**config.mk**
```make
export PLATFORM = sky130hd
export DESIGN_NAME = stic_config
export DESIGN_NICKNAME = d
export VERILOG_FILES = /design/src/design/stic_pkg.sv /design/src/design/stic_divider.sv /design/src/design/stic_inpos.sv /design/src/design/stic_config.sv
export VERILOG_INCLUDE_DIRS = /design/src /design/src/design
export SDC_FILE = /design/constraint.sdc
export NUM_CORES = 2
export LEC_CHECK = 0
export ABC_CLOCK_PERIOD_IN_PS = 6900
export BUFFER_PORTS_ARGS = -buffer_cell sky130_fd_sc_hd__buf_2
export CORE_ASPECT_RATIO = 0.5
export CORE_MARGIN = 2
export CORE_UTILIZATION = 45
export DETAILED_ROUTE_END_ITERATION = 6
export PLACE_DENSITY = 0.68
export REMOVE_ABC_BUFFERS = 1
export SLEW_MARGIN = 25
export SYNTH_ARGS = -nofsm -noshare
export SYNTH_HDL_FRONTEND = slang
export SYNTH_SLANG_ARGS = --single-unit
export TNS_END_PERCENT = 100
```
**constraint.sdc**
```tcl
create_clock -name ref_clk_in -period 6.9 [get_ports ref_clk_in]
set_input_delay 0.345 -clock ref_clk_in [delete_from_list [all_inputs] [get_ports ref_clk_in]]
set_output_delay 0.345 -clock ref_clk_in [all_outputs]
set_load 0.01 [all_outputs]
```
**src/design/stic_defines.svh**
```systemverilog
`ifndef STIC_DEFINES_SVH
`define STIC_DEFINES_SVH

// Register bus geometry
`define STIC_ADDR_W 4
`define STIC_DATA_W 32

// Register offsets (word index on the plain port)
`define STIC_REG_IGMAX 4'h0
`define STIC_REG_IGPCT 4'h1
`define STIC_REG_INPOS 4'h2
`define STIC_REG_RES 4'h3
`define STIC_REG_MOTOR 4'h4
`define STIC_REG_DBAND 4'h5
`define STIC_REG_SCALE 4'h6
`define STIC_REG_IGAIN 4'h7
`define STIC_REG_DIST 4'h8
`define STIC_REG_TARGET 4'h9
`define STIC_REG_STATUS 4'hA

// Field widths
`define STIC_IGMAX_W 15
`define STIC_IGPCT_W 7
`define STIC_INPOS_W 15
`define STIC_RES_W 15
`define STIC_MOTOR_W 2
`define STIC_DBAND_W 28
`define STIC_IGAIN_W 22
`define STIC_SCALE_W 32
`define STIC_PROD_W 64

// Reset values and limits
`define STIC_IGMAX_RST 15'h2328
`define STIC_IGPCT_RST 7'h32
`define STIC_IGPCT_MAX 7'h63
`define STIC_INPOS_RST 15'h0002
`define STIC_INPOS_MIN 15'h0001
`define STIC_RES_RST 15'h1388
`define STIC_RES_MIN 15'h00C8
`define STIC_RES_MAX 15'h6400
`define STIC_MOTOR_RST 2'h0
`define STIC_DBAND_RST 28'h0000000
`define STIC_DBAND_MAX 28'hA000000
`define STIC_SCALE_RST 32'h00028F5C

// Scale arithmetic: resolver counts per rev times 2^16
`define STIC_DIVIDEND 32'h32000000
`define STIC_FRAC_LSB 16
`define STIC_DIV_STEPS 6'h20

// Status bit positions
`define STIC_ST_INPOS 0
`define STIC_ST_AMP 1
`define STIC_ST_BUSY 2
`define STIC_ST_REJECT 3

// Test interval timing
`define STIC_TICK_MS 10
`define STIC_CLK_KHZ 20000
`define STIC_TICK_CYCLES (`STIC_TICK_MS * `STIC_CLK_KHZ)

`endif

```
**src/design/stic_pkg.sv**
```systemverilog
package stic_pkg;

  // Divider sequencing
  typedef enum logic [0:0] {
    STIC_DIV_IDLE = 1'b0,
    STIC_DIV_RUN = 1'b1
  } stic_div_state_t;

  // Motor parameter set codes: 1, 2L, 2H, 3
  typedef enum logic [1:0] {
    STIC_MTR_1 = 2'h0,
    STIC_MTR_2L = 2'h1,
    STIC_MTR_2H = 2'h2,
    STIC_MTR_3 = 2'h3
  } stic_motor_t;

endpackage

```
**src/design/stic_divider.sv**
```systemverilog
`timescale 1ns/100ps
`include "stic_defines.svh"

module stic_divider (
  // Clock and control
  input wire logic ref_clk_in,
  input wire logic rst_b_in,
  input wire logic ce_in,
  // Request
  input wire logic start_in,
  input wire logic [`STIC_RES_W-1:0] divisor_in,
  // Answer
  output logic busy_out,
  output logic done_out,
  output logic [`STIC_SCALE_W-1:0] quotient_out
);

  stic_pkg::stic_div_state_t state; // Sequencer state
  logic [`STIC_RES_W-1:0] divisor; // Latched divisor
  logic [`STIC_RES_W-1:0] rem; // Partial remainder, always below divisor
  logic [5:0] steps; // Bits left to resolve
  logic [`STIC_RES_W:0] shifted; // Remainder with next dividend bit
  logic fits; // Divisor fits into shifted remainder
  logic [`STIC_RES_W:0] diff; // Trial subtraction

  assign shifted = {rem, quotient_out[`STIC_SCALE_W-1]};
  assign diff = shifted - {1'b0, divisor};
  assign fits = shifted >= {1'b0, divisor};
  assign busy_out = (state == stic_pkg::STIC_DIV_RUN);

  // Restoring division, one quotient bit per cycle; fraction falls away
  always_ff @(posedge ref_clk_in)
  begin
    if (!rst_b_in)
    begin
      state <= stic_pkg::STIC_DIV_IDLE;
      divisor <= `STIC_RES_RST;
      rem <= '0;
      steps <= '0;
      done_out <= 1'b0;
      quotient_out <= '0;
    end
    else if (ce_in)
    begin
      done_out <= 1'b0;
      // A new start restarts a division already under way
      if (start_in)
      begin
        state <= stic_pkg::STIC_DIV_RUN;
        divisor <= divisor_in;
        rem <= '0;
        steps <= `STIC_DIV_STEPS;
        quotient_out <= `STIC_DIVIDEND;
      end
      else
      begin
        unique case (state)
          stic_pkg::STIC_DIV_IDLE:
          begin
            state <= stic_pkg::STIC_DIV_IDLE;
          end
          stic_pkg::STIC_DIV_RUN:
          begin
            rem <= fits ? diff[`STIC_RES_W-1:0] : shifted[`STIC_RES_W-1:0];
            quotient_out <= {quotient_out[`STIC_SCALE_W-2:0], fits};
            steps <= steps - 6'h01;
            if (steps == 6'h01)
            begin
              state <= stic_pkg::STIC_DIV_IDLE;
              done_out <= 1'b1;
            end
          end
        endcase
      end
    end
  end

endmodule // stic_divider

```
**src/design/stic_inpos.sv**
```systemverilog
`timescale 1ns/100ps
`include "stic_defines.svh"

module stic_inpos #(
  parameter int TICK_CYCLES = `STIC_TICK_CYCLES
) (
  // Clock and control
  input wire logic ref_clk_in,
  input wire logic rst_b_in,
  input wire logic ce_in,
  // Loop quantities
  input wire logic signed [31:0] following_error_in,
  input wire logic [`STIC_DBAND_W-1:0] dead_band_in,
  input wire logic [`STIC_INPOS_W-1:0] periods_in,
  // Result
  output logic in_position_out
);

  logic [31:0] tick_cnt; // Cycles within current test interval
  logic [`STIC_INPOS_W-1:0] good_cnt; // Clean intervals in a row
  logic clean; // No excursion seen this interval
  logic [31:0] err_abs; // Magnitude of following error
  logic in_band; // Error within dead band
  logic tick_end; // Last cycle of an interval
  logic [`STIC_INPOS_W-1:0] next_good; // Saturating interval count

  assign err_abs = following_error_in[31] ? 32'(-following_error_in) : following_error_in;
  assign in_band = err_abs <= {4'h0, dead_band_in};
  assign tick_end = (tick_cnt == 32'(TICK_CYCLES - 1));
  assign next_good = (&good_cnt) ? good_cnt : good_cnt + 15'h0001;

  // Interval timer and settle counter
  always_ff @(posedge ref_clk_in)
  begin
    if (!rst_b_in)
    begin
      tick_cnt <= '0;
      good_cnt <= '0;
      clean <= 1'b1;
      in_position_out <= 1'b0;
    end
    else if (ce_in)
    begin
      tick_cnt <= tick_end ? 32'h00000000 : tick_cnt + 32'h00000001;
      if (!in_band)
      begin
        // Any excursion spoils the interval and drops the output at once
        clean <= 1'b0;
        good_cnt <= '0;
        in_position_out <= 1'b0;
      end
      else if (tick_end)
      begin
        clean <= 1'b1;
        good_cnt <= clean ? next_good : '0;
        in_position_out <= clean && (next_good >= periods_in);
      end
    end
  end

endmodule // stic_inpos

```
**src/design/stic_config.sv**
```systemverilog
// Contract
// - integral gain max 0..32767, default 9000
// - integral gain equals percent times maximum
// - in-position after n clean 10 ms periods
// - period count 1..32767, default two
// - any excursion blocks in-position for interval
// - scale equals 12800*65536/steps, truncated
// - counts equal distance times scale over 65536
// - targets computed from absolute distance each move
// - resolution changes only while amplifier off
// - motor code must match drive power class
// - in band when absolute error within dead band
//
// Design decisions made here: the placing of the registers and the strobed register port.
`timescale 1ns/100ps
`include "stic_defines.svh"

module stic_config #(
  parameter int TICK_CYCLES = `STIC_TICK_CYCLES
) (
  // Clock, reset, enable
  input wire logic ref_clk_in,
  input wire logic rst_b_in,
  input wire logic ce_in,
  // Register port
  input wire logic [`STIC_ADDR_W-1:0] addr_in,
  input wire logic [`STIC_DATA_W-1:0] wr_data_in,
  input wire logic wr_in,
  input wire logic rd_in,
  output logic [`STIC_DATA_W-1:0] rd_data_out,
  // Drive state
  input wire logic amp_enable_in,
  input wire logic high_power_in,
  input wire logic signed [31:0] following_error_in,
  // Results
  output logic in_position_out,
  output logic [`STIC_IGAIN_W-1:0] integral_gain_out,
  output logic [`STIC_SCALE_W-1:0] scale_factor_out,
  output logic [`STIC_DATA_W-1:0] target_counts_out,
  output logic [`STIC_MOTOR_W-1:0] motor_set_out,
  output logic motor_load_out
);

  // Stored settings
  logic [`STIC_IGMAX_W-1:0] ig_max; // Integral gain maximum
  logic [`STIC_IGPCT_W-1:0] ig_pct; // Integral gain percent
  logic [`STIC_INPOS_W-1:0] inpos_periods; // Settle periods
  logic [`STIC_RES_W-1:0] resolution; // Steps per revolution
  logic [`STIC_DBAND_W-1:0] dead_band; // Dead band in steps
  logic [`STIC_DATA_W-1:0] distance; // Last absolute distance
  logic reject; // Last settings write was refused

  // Divider handshake
  logic div_busy; // Scale being recomputed
  logic div_done; // New scale ready
  logic [`STIC_SCALE_W-1:0] div_quot; // Quotient from divider
  logic inpos; // Detector result

  // Decoded writes
  logic wr_igmax; // Write to integral maximum
  logic wr_igpct; // Write to percent
  logic wr_inpos; // Write to period count
  logic wr_res; // Write to resolution
  logic wr_motor; // Write to motor select
  logic wr_dband; // Write to dead band
  logic wr_dist; // Write to distance
  logic ok_igmax; // Value in range
  logic ok_igpct; // Value in range
  logic ok_inpos; // Value in range
  logic ok_res; // Value in range and amplifier off
  logic ok_motor; // Code fits this drive
  logic ok_dband; // Value in range
  logic any_wr; // A mapped settings write
  logic any_ok; // That write was taken
  logic [`STIC_PROD_W-1:0] product; // Distance times scale
  logic [`STIC_IGAIN_W-1:0] gain_prod; // Percent times maximum
  logic [`STIC_DATA_W-1:0] status_word; // Status register view
  logic [`STIC_DATA_W-1:0] next_rd; // Read mux result
  logic [`STIC_MOTOR_W-1:0] wr_code; // Requested motor code

  // Address match shared by every write decode
  function automatic logic hit(input logic [`STIC_ADDR_W-1:0] a,
                               input logic [`STIC_ADDR_W-1:0] reg_off);
    hit = (a == reg_off);
  endfunction

  // Value sits in a range and nothing above the field is set
  function automatic logic in_range(input logic [`STIC_DATA_W-1:0] v,
                                    input logic [`STIC_DATA_W-1:0] lo,
                                    input logic [`STIC_DATA_W-1:0] hi);
    in_range = (v >= lo) && (v <= hi);
  endfunction

  assign wr_igmax = wr_in && hit(addr_in, `STIC_REG_IGMAX);
  assign wr_igpct = wr_in && hit(addr_in, `STIC_REG_IGPCT);
  assign wr_inpos = wr_in && hit(addr_in, `STIC_REG_INPOS);
  assign wr_res = wr_in && hit(addr_in, `STIC_REG_RES);
  assign wr_motor = wr_in && hit(addr_in, `STIC_REG_MOTOR);
  assign wr_dband = wr_in && hit(addr_in, `STIC_REG_DBAND);
  assign wr_dist = wr_in && hit(addr_in, `STIC_REG_DIST);

  // Range checks; out-of-range values leave the setting alone
  assign ok_igmax = in_range(wr_data_in, '0, {17'h00000, {`STIC_IGMAX_W{1'b1}}});
  assign ok_igpct = in_range(wr_data_in, '0, {25'h0000000, `STIC_IGPCT_MAX});
  assign ok_inpos = in_range(wr_data_in, {17'h00000, `STIC_INPOS_MIN},
                             {17'h00000, {`STIC_INPOS_W{1'b1}}});
  assign ok_res = !amp_enable_in
                  && in_range(wr_data_in, {17'h00000, `STIC_RES_MIN},
                              {17'h00000, `STIC_RES_MAX});
  assign wr_code = wr_data_in[`STIC_MOTOR_W-1:0];
  // Low power takes 1 or 2L, high power 2H or 3
  assign ok_motor = (wr_data_in[`STIC_DATA_W-1:`STIC_MOTOR_W] == '0)
                    && (wr_code[1] == high_power_in);
  assign ok_dband = in_range(wr_data_in, '0, {4'h0, `STIC_DBAND_MAX});

  assign any_wr = wr_igmax || wr_igpct || wr_inpos || wr_res || wr_motor || wr_dband;
  assign any_ok = (wr_igmax && ok_igmax) || (wr_igpct && ok_igpct)
                  || (wr_inpos && ok_inpos) || (wr_res && ok_res)
                  || (wr_motor && ok_motor) || (wr_dband && ok_dband);

  // Integral gain is percent times the maximum, never an absolute value
  assign gain_prod = `STIC_IGAIN_W'(ig_pct * ig_max);

  // Counts from the absolute distance, fraction truncated by the shift
  assign product = {32'h00000000, distance} * {32'h00000000, scale_factor_out};

  assign status_word = {28'h0000000, reject, div_busy, amp_enable_in, inpos};

  // Read view; a bare read reports the stored value unchanged
  assign next_rd =
    hit(addr_in, `STIC_REG_IGMAX) ? {17'h00000, ig_max} :
    hit(addr_in, `STIC_REG_IGPCT) ? {25'h0000000, ig_pct} :
    hit(addr_in, `STIC_REG_INPOS) ? {17'h00000, inpos_periods} :
    hit(addr_in, `STIC_REG_RES) ? {17'h00000, resolution} :
    hit(addr_in, `STIC_REG_MOTOR) ? {30'h00000000, motor_set_out} :
    hit(addr_in, `STIC_REG_DBAND) ? {4'h0, dead_band} :
    hit(addr_in, `STIC_REG_SCALE) ? scale_factor_out :
    hit(addr_in, `STIC_REG_IGAIN) ? {10'h000, integral_gain_out} :
    hit(addr_in, `STIC_REG_DIST) ? distance :
    hit(addr_in, `STIC_REG_TARGET) ? target_counts_out :
    hit(addr_in, `STIC_REG_STATUS) ? status_word :
    32'h00000000;

  // Scale factor recomputed in the background after a resolution change
  stic_divider u_div (
    .ref_clk_in(ref_clk_in),
    .rst_b_in(rst_b_in),
    .ce_in(ce_in),
    .start_in(wr_res && ok_res),
    .divisor_in(wr_data_in[`STIC_RES_W-1:0]),
    .busy_out(div_busy),
    .done_out(div_done),
    .quotient_out(div_quot)
  );

  // Settle detector on the 10 ms test interval
  stic_inpos #(
    .TICK_CYCLES(TICK_CYCLES)
  ) u_inpos (
    .ref_clk_in(ref_clk_in),
    .rst_b_in(rst_b_in),
    .ce_in(ce_in),
    .following_error_in(following_error_in),
    .dead_band_in(dead_band),
    .periods_in(inpos_periods),
    .in_position_out(inpos)
  );

  // Settings store; each write replaces a value only when valid
  always_ff @(posedge ref_clk_in)
  begin
    if (!rst_b_in)
    begin
      ig_max <= `STIC_IGMAX_RST;
      ig_pct <= `STIC_IGPCT_RST;
      inpos_periods <= `STIC_INPOS_RST;
      resolution <= `STIC_RES_RST;
      dead_band <= `STIC_DBAND_RST;
      motor_set_out <= `STIC_MOTOR_RST;
      reject <= 1'b0;
    end
    else if (ce_in)
    begin
      if (wr_igmax && ok_igmax)
      begin
        ig_max <= wr_data_in[`STIC_IGMAX_W-1:0];
      end
      if (wr_igpct && ok_igpct)
      begin
        ig_pct <= wr_data_in[`STIC_IGPCT_W-1:0];
      end
      if (wr_inpos && ok_inpos)
      begin
        inpos_periods <= wr_data_in[`STIC_INPOS_W-1:0];
      end
      // Refused while the amplifier runs: stored value stays
      if (wr_res && ok_res)
      begin
        resolution <= wr_data_in[`STIC_RES_W-1:0];
      end
      if (wr_dband && ok_dband)
      begin
        dead_band <= wr_data_in[`STIC_DBAND_W-1:0];
      end
      if (wr_motor && ok_motor)
      begin
        motor_set_out <= wr_code;
      end
      if (any_wr)
      begin
        reject <= !any_ok;
      end
    end
  end

  // Motor parameter set load strobe
  always_ff @(posedge ref_clk_in)
  begin
    if (!rst_b_in)
    begin
      motor_load_out <= 1'b0;
    end
    else if (ce_in)
    begin
      motor_load_out <= wr_motor && ok_motor;
    end
  end

  // Scale factor holds the truncated quotient once the divider finishes
  always_ff @(posedge ref_clk_in)
  begin
    if (!rst_b_in)
    begin
      scale_factor_out <= `STIC_SCALE_RST;
    end
    else if (ce_in && div_done)
    begin
      scale_factor_out <= div_quot;
    end
  end

  // Move target rebuilt from the full distance on every request
  always_ff @(posedge ref_clk_in)
  begin
    if (!rst_b_in)
    begin
      distance <= '0;
      target_counts_out <= '0;
    end
    else if (ce_in)
    begin
      if (wr_dist)
      begin
        distance <= wr_data_in;
      end
      // Follows distance and scale, so no error is carried over
      target_counts_out <= product[`STIC_FRAC_LSB +: `STIC_DATA_W];
    end
  end

  // Output copies registered so every output comes from a flip-flop
  always_ff @(posedge ref_clk_in)
  begin
    if (!rst_b_in)
    begin
      integral_gain_out <= '0;
      in_position_out <= 1'b0;
    end
    else if (ce_in)
    begin
      integral_gain_out <= gain_prod;
      in_position_out <= inpos;
    end
  end

  // Read data stand for the one cycle after the strobe only
  always_ff @(posedge ref_clk_in)
  begin
    if (!rst_b_in)
    begin
      rd_data_out <= '0;
    end
    else if (ce_in)
    begin
      rd_data_out <= rd_in ? next_rd : 32'h00000000;
    end
  end

endmodule // stic_config

```
# Yosys cells after proc, flatten, opt, wreduce, memory -nomap -nowiden
# Index checks and enable logic that the tools add are counted.
[word_totals]
regBits = 339
inputBits = 75
out_inout_bits = 122
wordCells = 138
[classes]
multipliers = 2
n_bitwise = 1
addsub = 5
n_reduce_logical = 48
n_mux = 35
eq_ne = 14
order_cmp = 10
[op_table]
columns = ["op", "n"]
rows = [
  ["$mux 32", 15],
  ["$mux 15", 7],
  ["$ge 32x1->1 const B", 2],
  ["$le 32x15->1 const B", 2],
  ["$mul 32x32->48", 1],
  ["$add 32x1->32 const B", 1],
  ["$eq 32x18->1 const B", 1],
  ["$ge 32x8->1 const B", 1],
  ["$le 32x28->1", 1],
  ["$le 32x28->1 const B", 1],
  ["$le 32x7->1 const B", 1],
  ["$neg 32->32", 1],
  ["$logic_not 30->1", 1],
  ["$logic_and 1x1->1", 22],
  ["$mul 7x15->22", 1],
  ["$reduce_and 2->1", 10],
  ["$eq 4x3->1 const B", 4],
  ["$ge 16x15->1", 1],
  ["$add 15x1->15 const B", 1],
  ["$ge 15x15->1", 1],
  ["$reduce_and 15->1", 1],
  ["$sub 15x15->15", 1],
  ["$eq 4x4->1 const B", 3],
  ["$mux 6", 2],
  ["other kinds (14)", 33],
]

# Depth between registers and ports, before layout
[depth]
depth_word = 13
ltp_mapped = 28
mapped_depth_nobuf = 27

# Hierarchy
# Synthesis repeated with hierarchy kept, for this count alone.
[hier_totals]
hier_cells = 5574
hier_area_um2 = 48440.2
[by_module_without_submodules]
columns = ["module", "seq_area_each_um2", "cells_per_inst", "area_each_um2", "instances"]
rows = [
  ["stic_config", 4704.5, 4644, 40815.4, 1],
  ["stic_inpos", 980.9, 530, 4101.4, 1],
  ["stic_divider", 1401.3, 400, 3523.4, 1],
]

# Worst setup path after synthesis
# Ideal clock, no wire load.
[synth_path]
path_type = "reg-to-reg"
startpoint = "register scale_factor_out[13]"
endpoint = "register target_counts_out[24]"
period_less_slack_ns = 7.196
setup_time_ns = 0.125
setup_slack_ns = -0.296
t_arrival_ns = 7.071
path_buffers = 1
stages_incl_launch_ff = 26
required_time_ns = 6.775
path_cell_list = "dfxtp_1 -> clkbuf_1 -> nand2_1 -> fa_1 -> inv_1 -> fa_1 -> fa_1 -> inv_1 -> fa_1 -> inv_1 -> ha_1 -> ha_1 -> fa_1 -> inv_1 -> fa_1 -> inv_1 -> ha_1 -> a211oi_1 -> o211ai_1 -> a211oi_1 -> o211ai_1 -> a211oi_1 -> nor2_1 -> a311oi_1 -> xor2_1 -> o21ai_1"
[synth_via]
elab_chain_cells = 1
[synth_rtl]
columns = ["element", "line", "rtl"]
rows = [
  ["start: declaration", "stic_config.sv:38", "output logic [`STIC_SCALE_W-1:0] scale_factor_out,"],
  ["start signal: assignment", "stic_config.sv:234", "scale_factor_out <= `STIC_SCALE_RST;"],
  ["start signal: assignment", "stic_config.sv:238", "scale_factor_out <= div_quot;"],
  ["$mul 32x32->48", "stic_config.sv:125", "assign product = {32'h00000000, distance} * {32'h00000000, scale_factor_out};"],
  ["end signal: assignment", "stic_config.sv:257", "target_counts_out <= product[`STIC_FRAC_LSB +: `STIC_DATA_W];"],
  ["end: declaration", "stic_config.sv:39", "output logic [`STIC_DATA_W-1:0] target_counts_out,"],
]
# Every way passes these cells.
# A chain may end at the register's enable or synchronous reset.

# Final worst setup path
[layout_path]
startpoint = "register scale_factor_out[3]"
endpoint = "register target_counts_out[20]"
# Same word-level chain as after synthesis.

==> results.json <==
{
  "arrival_ps": 7630,
  "antenna_found_initial": 8,
  "drive_gt1_share_pct": 18.17,
  "grt_pass1_vias": 40798,
  "die_y_um": 232.5,
  "busiest_layer": "met2",
  "r2r_start": "scale_factor_out[3]$_SDFFE_PN1P_",
  "die_w_um": 461.0,
  "ys_async_sr_fraction_pct": 0,
  "die_area_um2": 107200,
  "worstPathMaxFanout": 11,
  "coreArea_um2": 103000,
  "cap_violations": 0,
  "track_usage_pct": 31.16,
  "synthesis.area_um2": 46990,
  "wire_per_inst_um": 23.27,
  "vias_per_cell": 5.569,
  "netlist.area_leader.share_pct": 35.92,
  "hpwlAfterDp_um": 131900,
  "report.final.slew_viol_count": 0,
  "grt_pass1_wl_um": 252300,
  "finalCritPeriodShare_pct": 103.3,
  "reg2reg_depth": 23,
  "ys_seq_area_share_pct": 14.44,
  "grt_start_max_net_pins": 81,
  "cp-end-kind": "register",
  "setup-tns-final_ps": -2797,
  "clock-sinks": 339,
  "row_count": 83,
  "finalCriticalPeriod_ps": 7130,
  "tritoncts": "done",
  "crit_type": "reg -> reg",
  "synthTopCellsByArea": "fa_1, dfxtp_1, and2_1, ha_1, inv_1",
  "grtUsageMet3_pct": 9.350,
  "gp_congestion": 0.9828,
  "vias": 40027,
  "wirelength_um": 167200,
  "peakVddDrop_uv": 147.5,
  "outcome": "finished with violations",
  "drt_iter0_drc": 3962,
  "synth_warnings": 0,
  "timing.rr.end": "target_counts_out[20]$_SDFFE_PN0P_",
  "initial_utilization_pct": 45.61,
  "clock_skew_ps": 34.94,
  "r2r_slack_ps": -230,
  "cp.required_ps": 7400,
  "hp-start": "wr_data_in[30]",
  "cts_root_buf": "clkbuf_16",
  "cts_made_buffers": 39,
  "htree_levels": 2,
  "clockBufferDepth": 3,
  "first_pass_iters": 6,
  "drcViolationCount": 0,
  "clk_pin_slew_ps": 80,
  "syn_inst": 5387,
  "portBuffers": 196,
  "fin_util_pct": 54.07,
  "relSlewSlack_pct": 29.61,
  "grtUsageMet1_pct": 43.63,
  "drtAntennaViolNets": 0,
  "setup_ws_ps": -230.3,
  "clk_latency_ps": 590,
  "worstMarginPinSlew_ps": 1056,
  "ys_types": 81,
  "synth_top_area_cell": "fa_1",
  "p_leak_nw": 26.36,
  "setup_violations": 22,
  "gr-total-overflow": 0,
  "rsz0062_at_grt": "yes",
  "synth_enable_flop_cells": 0,
  "hold_end": "distance[30]$_SDFFE_PN0P_",
  "area_growth_pct": 18.54,
  "ys_seq_elements": 339,
  "nets": 6948,
  "avgSynthCellArea_um2": 8.722,
  "power_density_nw_per_um2": 85.87,
  "synthFlopType": "dfxtp_1",
  "hold_viol_final": 0,
  "met2_usage_pct": 45.85,
  "hold_depth": 3,
  "max_freq_ghz": 0.1402,
  "ios": 197,
  "hold_path.class": "in -> reg",
  "failed_checks": "negative setup slack",
  "start_kind": "register",
  "cts_hold_buf": 0
}
[area by class of cell]
class	count	area, um^2
multi-input combinational	3819	36790
sequential	339	6903
fill	9256	47320
tap	1402	1754
clock buffer	49	1074
antenna	2	5.005
inverter	910	3421
timing repair buffer	645	5529
clock inverter	22	221.5
[synthesized netlist by cell type (6+ instances only)]
cell,number
inv_1,908
fa_1,843
nand2_1,776
and2_1,556
dfxtp_1,339
clkbuf_1,296
ha_1,276
nor2_1,267
a21oi_1,201
mux2i_1,113
xnor2_1,93
o21ai_0,91
nand3_1,60
xor2_1,59
a22oi_1,56
nor3_1,38
nand4_1,28
a21o_1,27
a211oi_1,24
nor4_1,22
a221oi_1,21
o21a_1,18
o21ai_1,17
nand2b_1,16
nor2b_1,16
o211ai_1,15
and3_1,13
o31ai_1,13
or2_2,13
or3_1,13
a31oi_1,12
buf_1,12
a222oi_1,10
buf_2,8
mux2_2,8
a21bo_1,7
o21bai_1,7
o22ai_1,6
o41ai_1,6
[critical path: stages, from the launching register on]
cell	delay [ps]
dfxtp_4	370
buf_6	130
buf_4	170
and2_1	190
fa_1	510
inv_1	50
fa_1	500
fa_2	480
fa_1	600
inv_1	70
fa_1	470
fa_1	580
fa_2	530
fa_1	550
ha_4	320
nand2_2	90
o21ai_4	190
nor2_4	80
o211ai_1	180
nand2_1	200
a211oi_2	300
a31oi_1	150
xor2_1	160
o21ai_0	150
[how the worst max path moves through the flow]
| stage | from | end | slack, ps | depth (start not counted) |
|---|---|---|---|---|
| floorplan | scale_factor_out[10]$_SDFFE_PN1P_ | target_counts_out[24]$_SDFFE_PN0P_ | -430 | 24 |
| global placement | distance[11]$_SDFFE_PN0P_ | target_counts_out[20]$_SDFFE_PN0P_ | -850 | 23 |
| detailed placement | scale_factor_out[17]$_SDFFE_PN1P_ | target_counts_out[20]$_SDFFE_PN0P_ | -880 | 23 |
| CTS | distance[8]$_SDFFE_PN0P_ | target_counts_out[27]$_SDFFE_PN0P_ | -190 | 27 |
| global route | distance[19]$_SDFFE_PN0P_ | target_counts_out[25]$_SDFFE_PN0P_ | -400 | 26 |
| finish | scale_factor_out[3]$_SDFFE_PN1P_ | target_counts_out[20]$_SDFFE_PN0P_ | -230 | 23 |
[sequential cells by signal, summed over array words and instances, names as in the netlist, 2 cells and up]
| register | cells |
|---|---|
| dead_band | 28 |
| distance | 32 |
| ig_max | 15 |
| ig_pct | 7 |
| inpos_periods | 15 |
| integral_gain_out | 22 |
| motor_set_out | 2 |
| rd_data_out | 32 |
| scale_factor_out | 32 |
| target_counts_out | 32 |
| u_div.divisor | 15 |
| u_div.quotient_out | 32 |
| u_div.rem | 15 |
| u_div.steps | 6 |
| u_inpos.good_cnt | 15 |
| u_inpos.tick_cnt | 32 |
[report_power, final]
| part | internal, mW | switching (mW) |
|---|---|---|
| clock network | 1.20 | 0.992 |
| registers | 1.96 | 0.0259 |
| logic | 0.223 | 0.376 |
[timing repair]
item / CTS / global route
setup buffers: 50 / 27
gates resized for setup: 279 / 187
endpoints found under the setup margin: 30 / 30
gates cloned: 5 / 6
pin swaps: 116 / 124
[layout by cell type, fill, tap and decap left out, types with 43 or more instances in the layout]
cell,netlist,layout
xnor2_1,93,89
inv_1,908,876
nand3_1,60,55
a22oi_1,56,56
clkbuf_16,0,45
buf_6,2,43
nor2_1,267,261
dfxtp_1,339,296
ha_1,276,239
and2_1,556,525
buf_12,0,52
o21ai_0,91,73
buf_2,8,195
fa_1,843,776
mux2i_1,113,113
xor2_1,59,57
nand2_1,776,770
fa_2,0,67
a21oi_1,201,180
buf_4,0,326
[metal layers]
metal | part of all wire (%) | routed length, um | up-vias
li1 | - | - | 17332
met1 | 42 | 69580 | 20305
met2 | 42 | 70840 | 2006
met3 | 12 | 19870 | 372
met4 | 4.1 | 6862 | 12
met5 | 0.047 | 78 | -
[per-stage QoR]
stage                     hold slack, ps  setup WS (ps)  instance area [um^2]  std cells  power [mW]
after floorplan                    406.9         -429.0                 45760       5068       2.308
after global placement             441.6         -854.6                 51760       7032       2.568
after detailed placement           456.2         -882.7                 51760       7032       2.577
after CTS                          12.69         -189.8                 54670       7156       4.760
after global routing               21.59         -395.2                 55690       7186       4.918
final                              26.84         -230.3                 55700       7188       4.783
[cells by family after synthesis]
family | share of synthesized area, %
compound gates | 7.898
xor+xnor | 2.929
flops | 14.44
mux | 2.647
simple gates | 18.94
buf+inv | 9.874
fa+ha+maj | 43.27
Power figures use the tool's default switching activity.
